[src/rtl/synth_cfg_pkg.sv]
// constants, field layout and types of the synthesizer configuration bank
package synth_cfg_pkg;
   localparam int NUM_INPUTS = 4;
   localparam int NUM_DIVIDERS = 5;
   localparam int NUM_HF_DIVIDERS = 4;
   localparam int HYS_WIDTH = 12;
   localparam int HYS_LOW_WIDTH = 8;

   // register addresses, {page, offset}
   localparam logic [7:0] OFF_PAGE = 8'h01;
   localparam logic [15:0] ADDR_SOFT_RESET = 16'h001c;
   localparam logic [15:0] ADDR_REF_OSC = 16'h090e;
   localparam logic [15:0] ADDR_IO_THRESHOLD = 16'h0943;
   localparam logic [15:0] ADDR_INPUT_CTRL = 16'h0949;
   localparam logic [15:0] ADDR_INPUT_TO_PD = 16'h094a;
   localparam logic [15:0] ADDR_HYS_LOW = 16'h094e;
   localparam logic [15:0] ADDR_HYS_HIGH = 16'h094f;
   localparam logic [15:0] ADDR_FB_INTEGER = 16'h095e;
   localparam logic [15:0] ADDR_HALF_ADD = 16'h0a02;
   localparam logic [15:0] ADDR_ROUTE_EN = 16'h0a03;
   localparam logic [15:0] ADDR_INT_MODE = 16'h0a04;
   localparam logic [15:0] ADDR_POWER_ON = 16'h0a05;
   localparam logic [15:0] ADDR_HF [NUM_HF_DIVIDERS] = '{16'h0a14, 16'h0a1a, 16'h0a20, 16'h0a26};
   localparam logic [15:0] ADDR_SCRATCH_A = 16'h0b24;
   localparam logic [15:0] ADDR_SCRATCH_B = 16'h0b25;
   localparam logic [15:0] ADDR_FRAC_GATE = 16'h0b44;
   localparam logic [15:0] ADDR_LOS_GATE = 16'h0b46;

   // field positions
   localparam int INPUT_FMT_LSB = 4;
   localparam int HF_BIT = 3;
   localparam int FB_GATE_BIT = 5;
   localparam int SOFT_RESET_BIT = 0;

   // serial command bytes
   localparam logic [7:0] CMD_SET_ADDR = 8'h00;
   localparam logic [7:0] CMD_WRITE = 8'h40;
   localparam logic [7:0] CMD_READ = 8'h80;

   localparam logic [7:0] PAGE_RESET = 8'h00;

   typedef struct packed {
      logic ref_external_clock_select;
      logic io_threshold_select;
      logic [NUM_INPUTS-1:0] input_enable;
      logic [NUM_INPUTS-1:0] input_pulsed_cmos;
      logic [NUM_INPUTS-1:0] input_to_phase_detector_enable;
      logic [HYS_WIDTH-1:0] input_hysteresis_select;
      logic feedback_integer_mode;
      logic [NUM_DIVIDERS-1:0] divider_half_add;
      logic [NUM_DIVIDERS-1:0] divider_route_enable;
      logic [NUM_DIVIDERS-1:0] divider_integer_mode;
      logic [NUM_DIVIDERS-1:0] divider_power_on;
      logic [NUM_HF_DIVIDERS-1:0] divider_high_frequency;
      logic [7:0] dynamic_change_scratch_a;
      logic [7:0] dynamic_change_scratch_b;
      logic [NUM_INPUTS-1:0] input_frac_divider_clock_off;
      logic feedback_frac_divider_clock_off;
      logic [NUM_INPUTS-1:0] signal_loss_detector_clock_off;
   } cfg_s;

   localparam cfg_s CFG_RESET = '0;

   typedef enum logic [1:0] {
      st_idle = 2'b00,
      st_cmd = 2'b01,
      st_data = 2'b11
   } frame_state_e;
endpackage

[src/rtl/synth_cfg_regs.sv]
// paged configuration register bank behind a serial slave port
`timescale 1ns/1ps

// What this block does and what its host must do
// RULE1: bit 0 picks crystal or external reference
// RULE2: bit 0 picks 1.8 V or 3.3 V
// RULE3: host sets 3.3 V option if needed
// RULE4: input enable bits power input buffers
// RULE5: input format bits pick pulsed CMOS
// RULE6: input n uses bits n and n+4
// RULE7: 12-bit hysteresis split over two registers
// RULE8: route bits send dividers to output muxes
// RULE9: mode bits make dividers integer-only
// RULE10: host soft resets after integer mode change
// RULE11: host keeps integer bit zero if switching
// RULE12: cleared power bit powers divider down
// RULE13: bits 3:0 gate input fractional divider clocks
// RULE14: bit 5 gates feedback fractional divider clock
// RULE15: host keeps signal loss gates zero
// RULE16: two scratch registers hold written values
// RULE17: offset 0x01 on every page is page
// RULE18: undefined bits read zero, fields read back
// RULE19: high frequency flag bit 3 drives divider
module synth_cfg_regs
(
   input wire logic mclk,
   input wire logic rst_n,
   input wire logic sclk,
   input wire logic cs_n,
   input wire logic sdi,
   output logic sdo,
   output logic sdo_oe,
   output synth_cfg_pkg::cfg_s cfg,
   output logic soft_reset
);

   logic sclk_meta, sclk_sync, sclk_prev;
   logic cs_n_meta, cs_n_sync;
   logic sdi_meta, sdi_sync;
   synth_cfg_pkg::frame_state_e state;
   logic [2:0] bit_cnt;
   logic [7:0] rx_sr;
   logic [7:0] tx_sr;
   logic [7:0] cmd;
   logic [7:0] offset;
   logic [7:0] page;
   logic sclk_rise, sclk_fall, byte_done, wr_en, rd_load;
   logic [7:0] rx_byte;
   logic [15:0] reg_addr, rd_addr;

   function automatic logic [7:0] read_reg(input logic [15:0] a, input synth_cfg_pkg::cfg_s c,
                                           input logic [7:0] pg);
      logic [7:0] r;
      r = 8'h00;
      if (a[7:0] == synth_cfg_pkg::OFF_PAGE)
         r = pg; // [RULE17]
      else
      begin
         // unlisted bits stay zero [RULE18]
         case (a)
            synth_cfg_pkg::ADDR_REF_OSC: r[0] = c.ref_external_clock_select;
            synth_cfg_pkg::ADDR_IO_THRESHOLD: r[0] = c.io_threshold_select;
            synth_cfg_pkg::ADDR_INPUT_CTRL: r = {c.input_pulsed_cmos, c.input_enable};
            synth_cfg_pkg::ADDR_INPUT_TO_PD: r[3:0] = c.input_to_phase_detector_enable;
            synth_cfg_pkg::ADDR_HYS_LOW: r = c.input_hysteresis_select[7:0];
            synth_cfg_pkg::ADDR_HYS_HIGH: r[3:0] = c.input_hysteresis_select[11:8];
            synth_cfg_pkg::ADDR_FB_INTEGER: r[0] = c.feedback_integer_mode;
            synth_cfg_pkg::ADDR_HALF_ADD: r[4:0] = c.divider_half_add;
            synth_cfg_pkg::ADDR_ROUTE_EN: r[4:0] = c.divider_route_enable;
            synth_cfg_pkg::ADDR_INT_MODE: r[4:0] = c.divider_integer_mode;
            synth_cfg_pkg::ADDR_POWER_ON: r[4:0] = c.divider_power_on;
            synth_cfg_pkg::ADDR_SCRATCH_A: r = c.dynamic_change_scratch_a;
            synth_cfg_pkg::ADDR_SCRATCH_B: r = c.dynamic_change_scratch_b;
            synth_cfg_pkg::ADDR_FRAC_GATE:
            begin
               r[3:0] = c.input_frac_divider_clock_off;
               r[synth_cfg_pkg::FB_GATE_BIT] = c.feedback_frac_divider_clock_off;
            end
            synth_cfg_pkg::ADDR_LOS_GATE: r[3:0] = c.signal_loss_detector_clock_off;
            default: r = 8'h00;
         endcase
         for (int i = 0; i < synth_cfg_pkg::NUM_HF_DIVIDERS; i++)
         begin
            if (a == synth_cfg_pkg::ADDR_HF[i])
               r[synth_cfg_pkg::HF_BIT] = c.divider_high_frequency[i];
         end
      end
      return r;
   endfunction

   // pins come from the host domain; the first stage feeds only the second
   always_ff @(posedge mclk or negedge rst_n)
   begin
      if (!rst_n)
      begin
         sclk_meta <= 1'b0;
         sclk_sync <= 1'b0;
         sclk_prev <= 1'b0;
         cs_n_meta <= 1'b1;
         cs_n_sync <= 1'b1;
         sdi_meta <= 1'b0;
         sdi_sync <= 1'b0;
      end
      else
      begin
         sclk_meta <= sclk;
         sclk_sync <= sclk_meta;
         sclk_prev <= sclk_sync;
         cs_n_meta <= cs_n;
         cs_n_sync <= cs_n_meta;
         sdi_meta <= sdi;
         sdi_sync <= sdi_meta;
      end
   end

   // sdi and sclk share the same synchroniser depth, so data lines up with the edge
   assign sclk_rise = sclk_sync && !sclk_prev && !cs_n_sync;
   assign sclk_fall = !sclk_sync && sclk_prev && !cs_n_sync;
   assign byte_done = sclk_rise && (bit_cnt == 3'h7);
   assign rx_byte = {rx_sr[6:0], sdi_sync};
   assign reg_addr = {page, offset};
   assign wr_en = byte_done && (state == synth_cfg_pkg::st_data) && (cmd == synth_cfg_pkg::CMD_WRITE);
   assign rd_load = byte_done && (((state == synth_cfg_pkg::st_cmd) && (rx_byte == synth_cfg_pkg::CMD_READ)) ||
                                  ((state == synth_cfg_pkg::st_data) && (cmd == synth_cfg_pkg::CMD_READ)));
   assign rd_addr = (state == synth_cfg_pkg::st_cmd) ? reg_addr : {page, 8'(offset + 8'h01)};
   assign sdo = tx_sr[7];

   always_ff @(posedge mclk or negedge rst_n)
   begin
      if (!rst_n)
         state <= synth_cfg_pkg::st_idle;
      else if (cs_n_sync)
         state <= synth_cfg_pkg::st_idle;
      else
      begin
         unique case (state)
            synth_cfg_pkg::st_idle: state <= synth_cfg_pkg::st_cmd;
            synth_cfg_pkg::st_cmd:
            begin
               if (byte_done)
                  state <= synth_cfg_pkg::st_data;
            end
            synth_cfg_pkg::st_data: state <= synth_cfg_pkg::st_data;
            default: state <= synth_cfg_pkg::st_idle;
         endcase
      end
   end

   always_ff @(posedge mclk or negedge rst_n)
   begin
      if (!rst_n)
      begin
         bit_cnt <= 3'h0;
         rx_sr <= 8'h00;
      end
      else if (cs_n_sync)
         bit_cnt <= 3'h0;
      else if (sclk_rise)
      begin
         bit_cnt <= 3'(bit_cnt + 3'h1);
         rx_sr <= rx_byte;
      end
   end

   always_ff @(posedge mclk or negedge rst_n)
   begin
      if (!rst_n)
         cmd <= synth_cfg_pkg::CMD_SET_ADDR;
      else if (byte_done && (state == synth_cfg_pkg::st_cmd))
         cmd <= rx_byte;
   end

   // offset auto-increments across a burst so blocks can be streamed
   always_ff @(posedge mclk or negedge rst_n)
   begin
      if (!rst_n)
         offset <= 8'h00;
      else if (byte_done && (state == synth_cfg_pkg::st_data))
      begin
         if (cmd == synth_cfg_pkg::CMD_SET_ADDR)
            offset <= rx_byte;
         else if ((cmd == synth_cfg_pkg::CMD_WRITE) || (cmd == synth_cfg_pkg::CMD_READ))
            offset <= 8'(offset + 8'h01);
      end
   end

   always_ff @(posedge mclk or negedge rst_n)
   begin
      if (!rst_n)
         page <= synth_cfg_pkg::PAGE_RESET;
      else if (wr_en && (offset == synth_cfg_pkg::OFF_PAGE))
         page <= rx_byte; // [RULE17]
   end

   // soft reset is a one-cycle strobe and reads back as zero
   always_ff @(posedge mclk or negedge rst_n)
   begin
      if (!rst_n)
         soft_reset <= 1'b0;
      else
         soft_reset <= wr_en && (reg_addr == synth_cfg_pkg::ADDR_SOFT_RESET) &&
                       rx_byte[synth_cfg_pkg::SOFT_RESET_BIT];
   end

   always_ff @(posedge mclk or negedge rst_n)
   begin
      if (!rst_n)
         cfg <= synth_cfg_pkg::CFG_RESET;
      else if (wr_en)
      begin
         case (reg_addr)
            synth_cfg_pkg::ADDR_REF_OSC: cfg.ref_external_clock_select <= rx_byte[0]; // [RULE1]
            synth_cfg_pkg::ADDR_IO_THRESHOLD: cfg.io_threshold_select <= rx_byte[0]; // [RULE2]
            synth_cfg_pkg::ADDR_INPUT_CTRL:
            begin
               cfg.input_enable <= rx_byte[synth_cfg_pkg::INPUT_FMT_LSB-1:0]; // [RULE4] [RULE6]
               cfg.input_pulsed_cmos <= rx_byte[7:synth_cfg_pkg::INPUT_FMT_LSB]; // [RULE5] [RULE6]
            end
            synth_cfg_pkg::ADDR_INPUT_TO_PD: cfg.input_to_phase_detector_enable <= rx_byte[3:0];
            synth_cfg_pkg::ADDR_HYS_LOW: cfg.input_hysteresis_select[7:0] <= rx_byte; // [RULE7]
            synth_cfg_pkg::ADDR_HYS_HIGH: cfg.input_hysteresis_select[11:8] <= rx_byte[3:0]; // [RULE7]
            synth_cfg_pkg::ADDR_FB_INTEGER: cfg.feedback_integer_mode <= rx_byte[0];
            synth_cfg_pkg::ADDR_HALF_ADD: cfg.divider_half_add <= rx_byte[4:0];
            synth_cfg_pkg::ADDR_ROUTE_EN: cfg.divider_route_enable <= rx_byte[4:0]; // [RULE8]
            synth_cfg_pkg::ADDR_INT_MODE: cfg.divider_integer_mode <= rx_byte[4:0]; // [RULE9]
            synth_cfg_pkg::ADDR_POWER_ON: cfg.divider_power_on <= rx_byte[4:0]; // [RULE12]
            synth_cfg_pkg::ADDR_SCRATCH_A: cfg.dynamic_change_scratch_a <= rx_byte; // [RULE16]
            synth_cfg_pkg::ADDR_SCRATCH_B: cfg.dynamic_change_scratch_b <= rx_byte; // [RULE16]
            synth_cfg_pkg::ADDR_FRAC_GATE:
            begin
               cfg.input_frac_divider_clock_off <= rx_byte[3:0]; // [RULE13]
               cfg.feedback_frac_divider_clock_off <= rx_byte[synth_cfg_pkg::FB_GATE_BIT]; // [RULE14]
            end
            synth_cfg_pkg::ADDR_LOS_GATE: cfg.signal_loss_detector_clock_off <= rx_byte[3:0];
            default: ;
         endcase
         for (int i = 0; i < synth_cfg_pkg::NUM_HF_DIVIDERS; i++)
         begin
            if (reg_addr == synth_cfg_pkg::ADDR_HF[i])
               cfg.divider_high_frequency[i] <= rx_byte[synth_cfg_pkg::HF_BIT]; // [RULE19]
         end
      end
   end

   // the first falling edge of a byte presents bit 7 without shifting it away
   always_ff @(posedge mclk or negedge rst_n)
   begin
      if (!rst_n)
         tx_sr <= 8'h00;
      else if (cs_n_sync)
         tx_sr <= 8'h00;
      else if (rd_load)
         tx_sr <= read_reg(rd_addr, cfg, page); // [RULE18]
      else if (sclk_fall && (bit_cnt != 3'h0))
         tx_sr <= {tx_sr[6:0], 1'b0};
   end

   always_ff @(posedge mclk or negedge rst_n)
   begin
      if (!rst_n)
         sdo_oe <= 1'b0;
      else
         sdo_oe <= !cs_n_sync && (state == synth_cfg_pkg::st_data) && (cmd == synth_cfg_pkg::CMD_READ);
   end
endmodule

[config.mk]
export PLATFORM = sky130hd
export DESIGN_NAME = synth_cfg_regs
export DESIGN_NICKNAME = d
export VERILOG_FILES = /design/src/rtl/synth_cfg_pkg.sv /design/src/rtl/synth_cfg_regs.sv
export SDC_FILE = /design/constraint.sdc
export NUM_CORES = 1
export LEC_CHECK = 0
export CAP_MARGIN = 25
export CORE_MARGIN = 5
export CORE_UTILIZATION = 38
export CTS_BUF_LIST = sky130_fd_sc_hd__clkbuf_2
export DETAILED_ROUTE_END_ITERATION = 16
export DONT_BUFFER_PORTS = 1
export PLACE_DENSITY = 0.61
export REMOVE_ABC_BUFFERS = 1
export SLEW_MARGIN = 20
export SYNTH_ARGS = -nofsm -noshare
export SYNTH_HDL_FRONTEND = slang
export SYNTH_SLANG_ARGS = --single-unit
[constraint.sdc]
create_clock -name mclk -period 2.8 [get_ports mclk]
set_input_delay 0.56 -clock mclk [delete_from_list [all_inputs] [get_ports mclk]]
set_output_delay 0.56 -clock mclk [all_outputs]
set_load 0.005 [all_outputs]
== Yosys cells after proc, flatten, opt, wreduce, memory -nomap -nowiden ==
Index checks and enable logic that the tools add are counted.
Cells by class
  equality and inequality tests: 48
  muxes and demuxes: 21
  add/sub/neg operators: 2
  bitwise gates (word level): 1
  reductions and logical operators: 49
Operators by type and width (count)
  16-bit by 12-bit == test with 1-bit output, second input constant: 38
  8-bit 2-to-1 mux: 7
  2-bit AND reduction: 21
  3-bit one-hot mux with 12 select lines: 1
  1-bit logical AND: 17
  16-bit by 5-bit == test with 1-bit output, second input constant: 1
  8-bit by 1-bit == test with 1-bit output, second input constant: 2
  8-bit == test, second input constant: 2
  1-bit one-hot mux with 15 select lines: 1
  8-bit by 1-bit adder with 8-bit output, second input constant: 1
  8-bit by 7-bit == test with 1-bit output, second input constant: 1
  8-bit zero test: 1
  1-bit one-hot mux with 8 select lines: 1
  2-bit one-hot mux with 4 select lines: 1
  3-bit 2-to-1 mux: 2
  2-bit one-hot mux with 3 select lines: 1
  3-bit nonzero test: 2
  1-bit one-hot mux with 5 select lines: 1
  1-bit 2-to-1 mux: 4
  2-bit 2-to-1 mux: 2
  2-bit nonzero test: 2
  3-bit by 1-bit adder with 3-bit output, second input constant: 1
  3-bit == test, second input constant: 1
  1-bit zero test: 3
  6 further kinds: 7
Word-level totals
  word-level logic and storage cells: 158
  flip-flop bits (word level): 129
  input port bits: 5
  output and inout bits: 79

== Logic depth before layout (Yosys ltp) ==
  depth in word-level cells: 11
  depth in mapped cells: 11
  mapped depth without buffers: 10

== Worst setup path after synthesis ==
Ideal clock, no wire load.
  path kind: register -> register
  start: reg offset[0]
  end: reg tx_sr[6]
  path buffers: 1
  data arrival time: 2.669 ns
  period minus slack after synthesis: 2.756 ns
  data required time: 2.713 ns
  setup time: 0.087 ns
  path slack: 0.044 ns
  stages on the path, launching flop included: 12
  cell sequence: dfrtp_1 -> clkbuf_1 -> inv_1 -> ha_1 -> nor2_1 -> o2bb2ai_1 -> a21boi_1 -> nor4b_4 -> a221o_1 -> a221o_1 -> a21oi_1 -> a211oi_2
Between the ends
  longest elaborated chain between the ends: 7
  elaborated cells on any way between the ends: 11
  classes of those cells: add/sub: 1; eq/ne: 5; mux: 5
RTL lines
  start: declaration: RTL line synth_cfg_regs.sv:45  | logic [7:0] offset;
  start signal: assignment: RTL line synth_cfg_regs.sv:181  | offset <= rx_byte;
  start signal: assignment: RTL line synth_cfg_regs.sv:183  | offset <= 8'(offset + 8'h01);
  8-bit by 1-bit adder with 8-bit output: RTL line synth_cfg_regs.sv:125  | assign rd_addr = (state == synth_cfg_pkg::st_cmd) ? reg_addr : {page, 8'(offset + 8'h01)};
  8-bit 2-to-1 mux (*): RTL line synth_cfg_regs.sv:125
  16-bit by 12-bit == test with 1-bit output: RTL line synth_cfg_regs.sv:60  | case (a)
  2-bit one-hot mux with 4 select lines: RTL line synth_cfg_regs.sv:60
  8-bit 2-to-1 mux (*): RTL line synth_cfg_regs.sv:55  | if (a[7:0] == synth_cfg_pkg::OFF_PAGE)
  8-bit 2-to-1 mux (*): RTL line synth_cfg_regs.sv:252  | else if (rd_load)
  8-bit 2-to-1 mux (*): RTL line synth_cfg_regs.sv:250  | else if (cs_n_sync)
  end signal: assignment: RTL line synth_cfg_regs.sv:253  | tx_sr <= read_reg(rd_addr, cfg, page);
  end signal: assignment: RTL line synth_cfg_regs.sv:255  | tx_sr <= {tx_sr[6:0], 1'b0};
  end: declaration: RTL line synth_cfg_regs.sv:43  | logic [7:0] tx_sr;
Every way passes the cells marked *; elsewhere a longest branch is shown, timed or not.
A chain may end at the register's enable or synchronous reset.

== Worst setup path in the final report ==
  start: reg offset[0]
  end: reg tx_sr[2]
Between the ends
  longest elaborated chain between the ends: 7
  elaborated cells on any way between the ends: 19
  classes of those cells: add/sub: 1; eq/ne: 13; mux: 5
RTL lines (RTL line)
  8-bit by 1-bit adder with 8-bit output: synth_cfg_regs.sv:125
  8-bit 2-to-1 mux (*): synth_cfg_regs.sv:125
  16-bit by 12-bit == test with 1-bit output: synth_cfg_regs.sv:60
  3-bit one-hot mux with 12 select lines: synth_cfg_regs.sv:60
  8-bit 2-to-1 mux (*): synth_cfg_regs.sv:55
  8-bit 2-to-1 mux (*): synth_cfg_regs.sv:252
  8-bit 2-to-1 mux (*): synth_cfg_regs.sv:250
Marks and branches as above.

==> results.yml <==
clocking:
  clk_latency_ns: 0.70
  cts_buffers: 17
  ctsHoldBuffers: 3
  cts_tree: "yes"
  clock_sinks: 129
  clk_path_buf_depth: 2
  path_clk_slew_ns: 0.21
  htree_levels: 4
  cts_root_buf: "clkbuf_2"
floorplanning:
  core_sq_um: 17400
  start_util_pct: 39.0
  floorplan.rows: 48
  die_h_microns: 143
  dieArea_sq_um: 20600
  ios: 84
  die_x_microns: 143
synthesis:
  yosysWarnings: 0
  seq_area_frac_synth_pct: 47.7
  synth_top_area_share_pct: 47.0
  synth-async-reset-ratio_pct: 100
  synth_common_cells: "dfrtp_1, mux2_2, nand2_1"
  synth_top_area_cell: "dfrtp_1"
  synth-edff-count: 0
  synthCells: 611
  ys_types: 79
  synth.most_common_cell: "dfrtp_1"
  syn-cell-area_sq_um: 6770
  ys_ff_latch: 129
  synth_ff_type: "dfrtp_1"
  synth_area_leaders: "dfrtp_1, mux2_2, nand2_1, nand3_1, nor2_1"
  syn_avg_cell_area_sq_um: 11.1
worst_setup_path:
  cp_common_cell: "buf_4"
  critical_path.top_delay_family: "compound AO/OA/AOI/OAI gates"
  critPathKind: "flop to flop"
  cp_cell_sequence: "buf_6 -> nand2_2 -> buf_4 -> o31ai_4 -> and2_2 -> buf_4 -> nor4_4 -> buf_4 -> a222oi_1 -> a21oi_1"
  cp_data_arrival_time_ns: 3.33
  worst_setup_path_end_kind: "flop"
  crit_required_ns: 3.37
  path_max_fanout: 8
  start_kind: "flop"
  crit_buf_inv: 4
  slowest_stage: "a222oi_1"
  worst_path_largest_cell_delay_ns: 0.61
global_routing:
  grt_pass1_vias: 5629
  grt_pass1_wl_microns: 34600
  grt_remaining_overflow: 0
  track_usage_pct: 22.1
  grt_max_degree: 130
  antenna_found_initial: 1
power_and_ir_drop:
  clkPwrFrac_pct: 37.2
  p_leak_uw: 0.00362
  swShare_pct: 28.0
  p_total_uw: 3770
  vdd_drop_max_v: 0.000494
  power.switching_uw: 1060
  p_int_uw: 2710
  powerDensity_nw_per_um2: 464
  combPwrFrac_pct: 10.1
  pwr-share-seq_pct: 52.8
layout:
  drive_gt1_share_pct: 38.4
  final_util_pct: 46.8
  n_fill_cell: 1601
  seqCellArea_sq_um: 3230
  final_area_sq_um: 8130
  syn_to_final_growth_pct: 20.1
  multiInputGateArea_sq_um: 3490
  stdcell_count: 935
  fin_nets: 709
sta:
  min_period_ns: 2.76
  worst_pin_slew_ns: 0.783
  tns_ns: 0
  finClkSkew_ns: 0.0465
  setup_viol: 0
  hold_slack_ns: -0.484
  slew_headroom_pct: 47.7
  grt_setup_unrepaired: "true"
  fmax_mhz: 363
  hold_violations: 129
  timing.final.crit_share_pct: 98.4
  slew_viol_final: 0
route:
  vias_per_cell: 5.94
  ant_nets: 0
  drt-initial-drc-count: 512
  routed_wl_microns: 22400
  firstDrtPassIters: 5
  num_vias: 5554
  wire_per_inst_microns: 24.0
  post-route-drc-count: 0
place:
  dp.cells: 888
  postPlaceCellArea_sq_um: 7550
  hpwl_microns: 16500
  place.gp.congestion: 0.995
  port_buffers: 0
run:
  max_cap_violations: 0
status:
  status: "finished, violations left"
  violations: "negative hold slack"
worst_hold_path:
  min_path_type: "primary input to async pin"
-- state kept, by name, summed over array words and instances, names as in the netlist, 2 cells and up --
| register | count |
|---|---|
| cfg | 76 |
| offset | 8 |
| state | 2 |
| page | 8 |
| bit_cnt | 3 |
| tx_sr | 8 |
| cmd | 8 |
| rx_sr | 7 |
-- layout by cell type, fill, tap and decap left out, drive strengths merged, types with 17 or more instances in the layout --
cell and count:
dfrtp 127, buf 98, mux2 87, nand2 43
nor2 39, nand3 33, a21oi 24, o21ai 24
clkbuf 17, nand4 17
-- layout make-up --
cell class                 count  share of cell area [%]
antenna                        1                  0.0308
clock buffer                  17                    1.05
clock inverter                15                    2.63
inverter                      13                   0.600
multi-input combinational    434                    43.0
sequential                   129                    39.8
tap                          225                    3.46
timing repair buffer         101                    9.46
-- final timing paths --
check / start / endpoint / depth (start not counted) / slack (ns)
max: offset[0] / tx_sr[2] / 10 / 0.04
min: rst_n / cfg[49] / 0 / -0.48
min in group mclk: cs_n_meta / cs_n_sync / 0 / 0.36
min reg2reg: cs_n_meta / cs_n_sync / 0 / 0.36
max reg2reg: offset[0] / tx_sr[2] / 10 / 0.04
max in group asynchronous: rst_n / cs_n_meta / 0 / 2.92
-- layer usage --
| layer | up-vias | wire, microns | track usage, % | part of all wire, % |
|---|---|---|---|---|
| li1 | 2454 | - | - | - |
| met4 | 0 | 381 | 6.14 | 1.7 |
| met1 | 2838 | 9910 | 31.1 | 44 |
| met5 | - | 0 | 0 | 0 |
| met2 | 236 | 10100 | 33.0 | 45 |
| met3 | 26 | 1980 | 6.96 | 8.8 |
-- metrics by stage --
step | worst slack [ns] | hold slack, ns
floorplan | -0.0863 | 0.264
global placement | -0.0385 | 0.271
detailed placement | -0.0542 | 0.271
CTS | 0.0000764 | -0.591
global route | -0.0243 | -0.604
finish | 0.0434 | -0.484
-- power by group through the flow --
stage | registers [uW] | clock network (uW) | logic [uW]
after floorplan | 2040 | 0 | 112
after global placement | 2020 | 0 | 352
after detailed placement | 2020 | 0 | 362
after CTS | 1990 | 1430 | 367
after global routing | 2000 | 1520 | 400
final | 1990 | 1400 | 380
-- logic make-up (layout without fill, tap and decap cells) --
group	Yosys count	in the layout	synth area share (%)
and+or+nand+nor	206	206	18.5
buffers and inverters	48	146	2.99
muxes	96	96	16.0
DFF	129	129	47.7
other	0	1	0
AOI/OAI and AO/OA	121	121	12.9
adders and majority gates	8	8	1.48
xor gates and xnor gates	3	3	0.388
-- repair_timing --
action,4_1_cts,5_1_grt
buffers inserted,1,10
endpoints found under the hold margin,132,129
endpoints found under the setup margin,12,20
gates resized for setup,6,30
pin swaps,2,8
(Power assumes the default switching activity.)
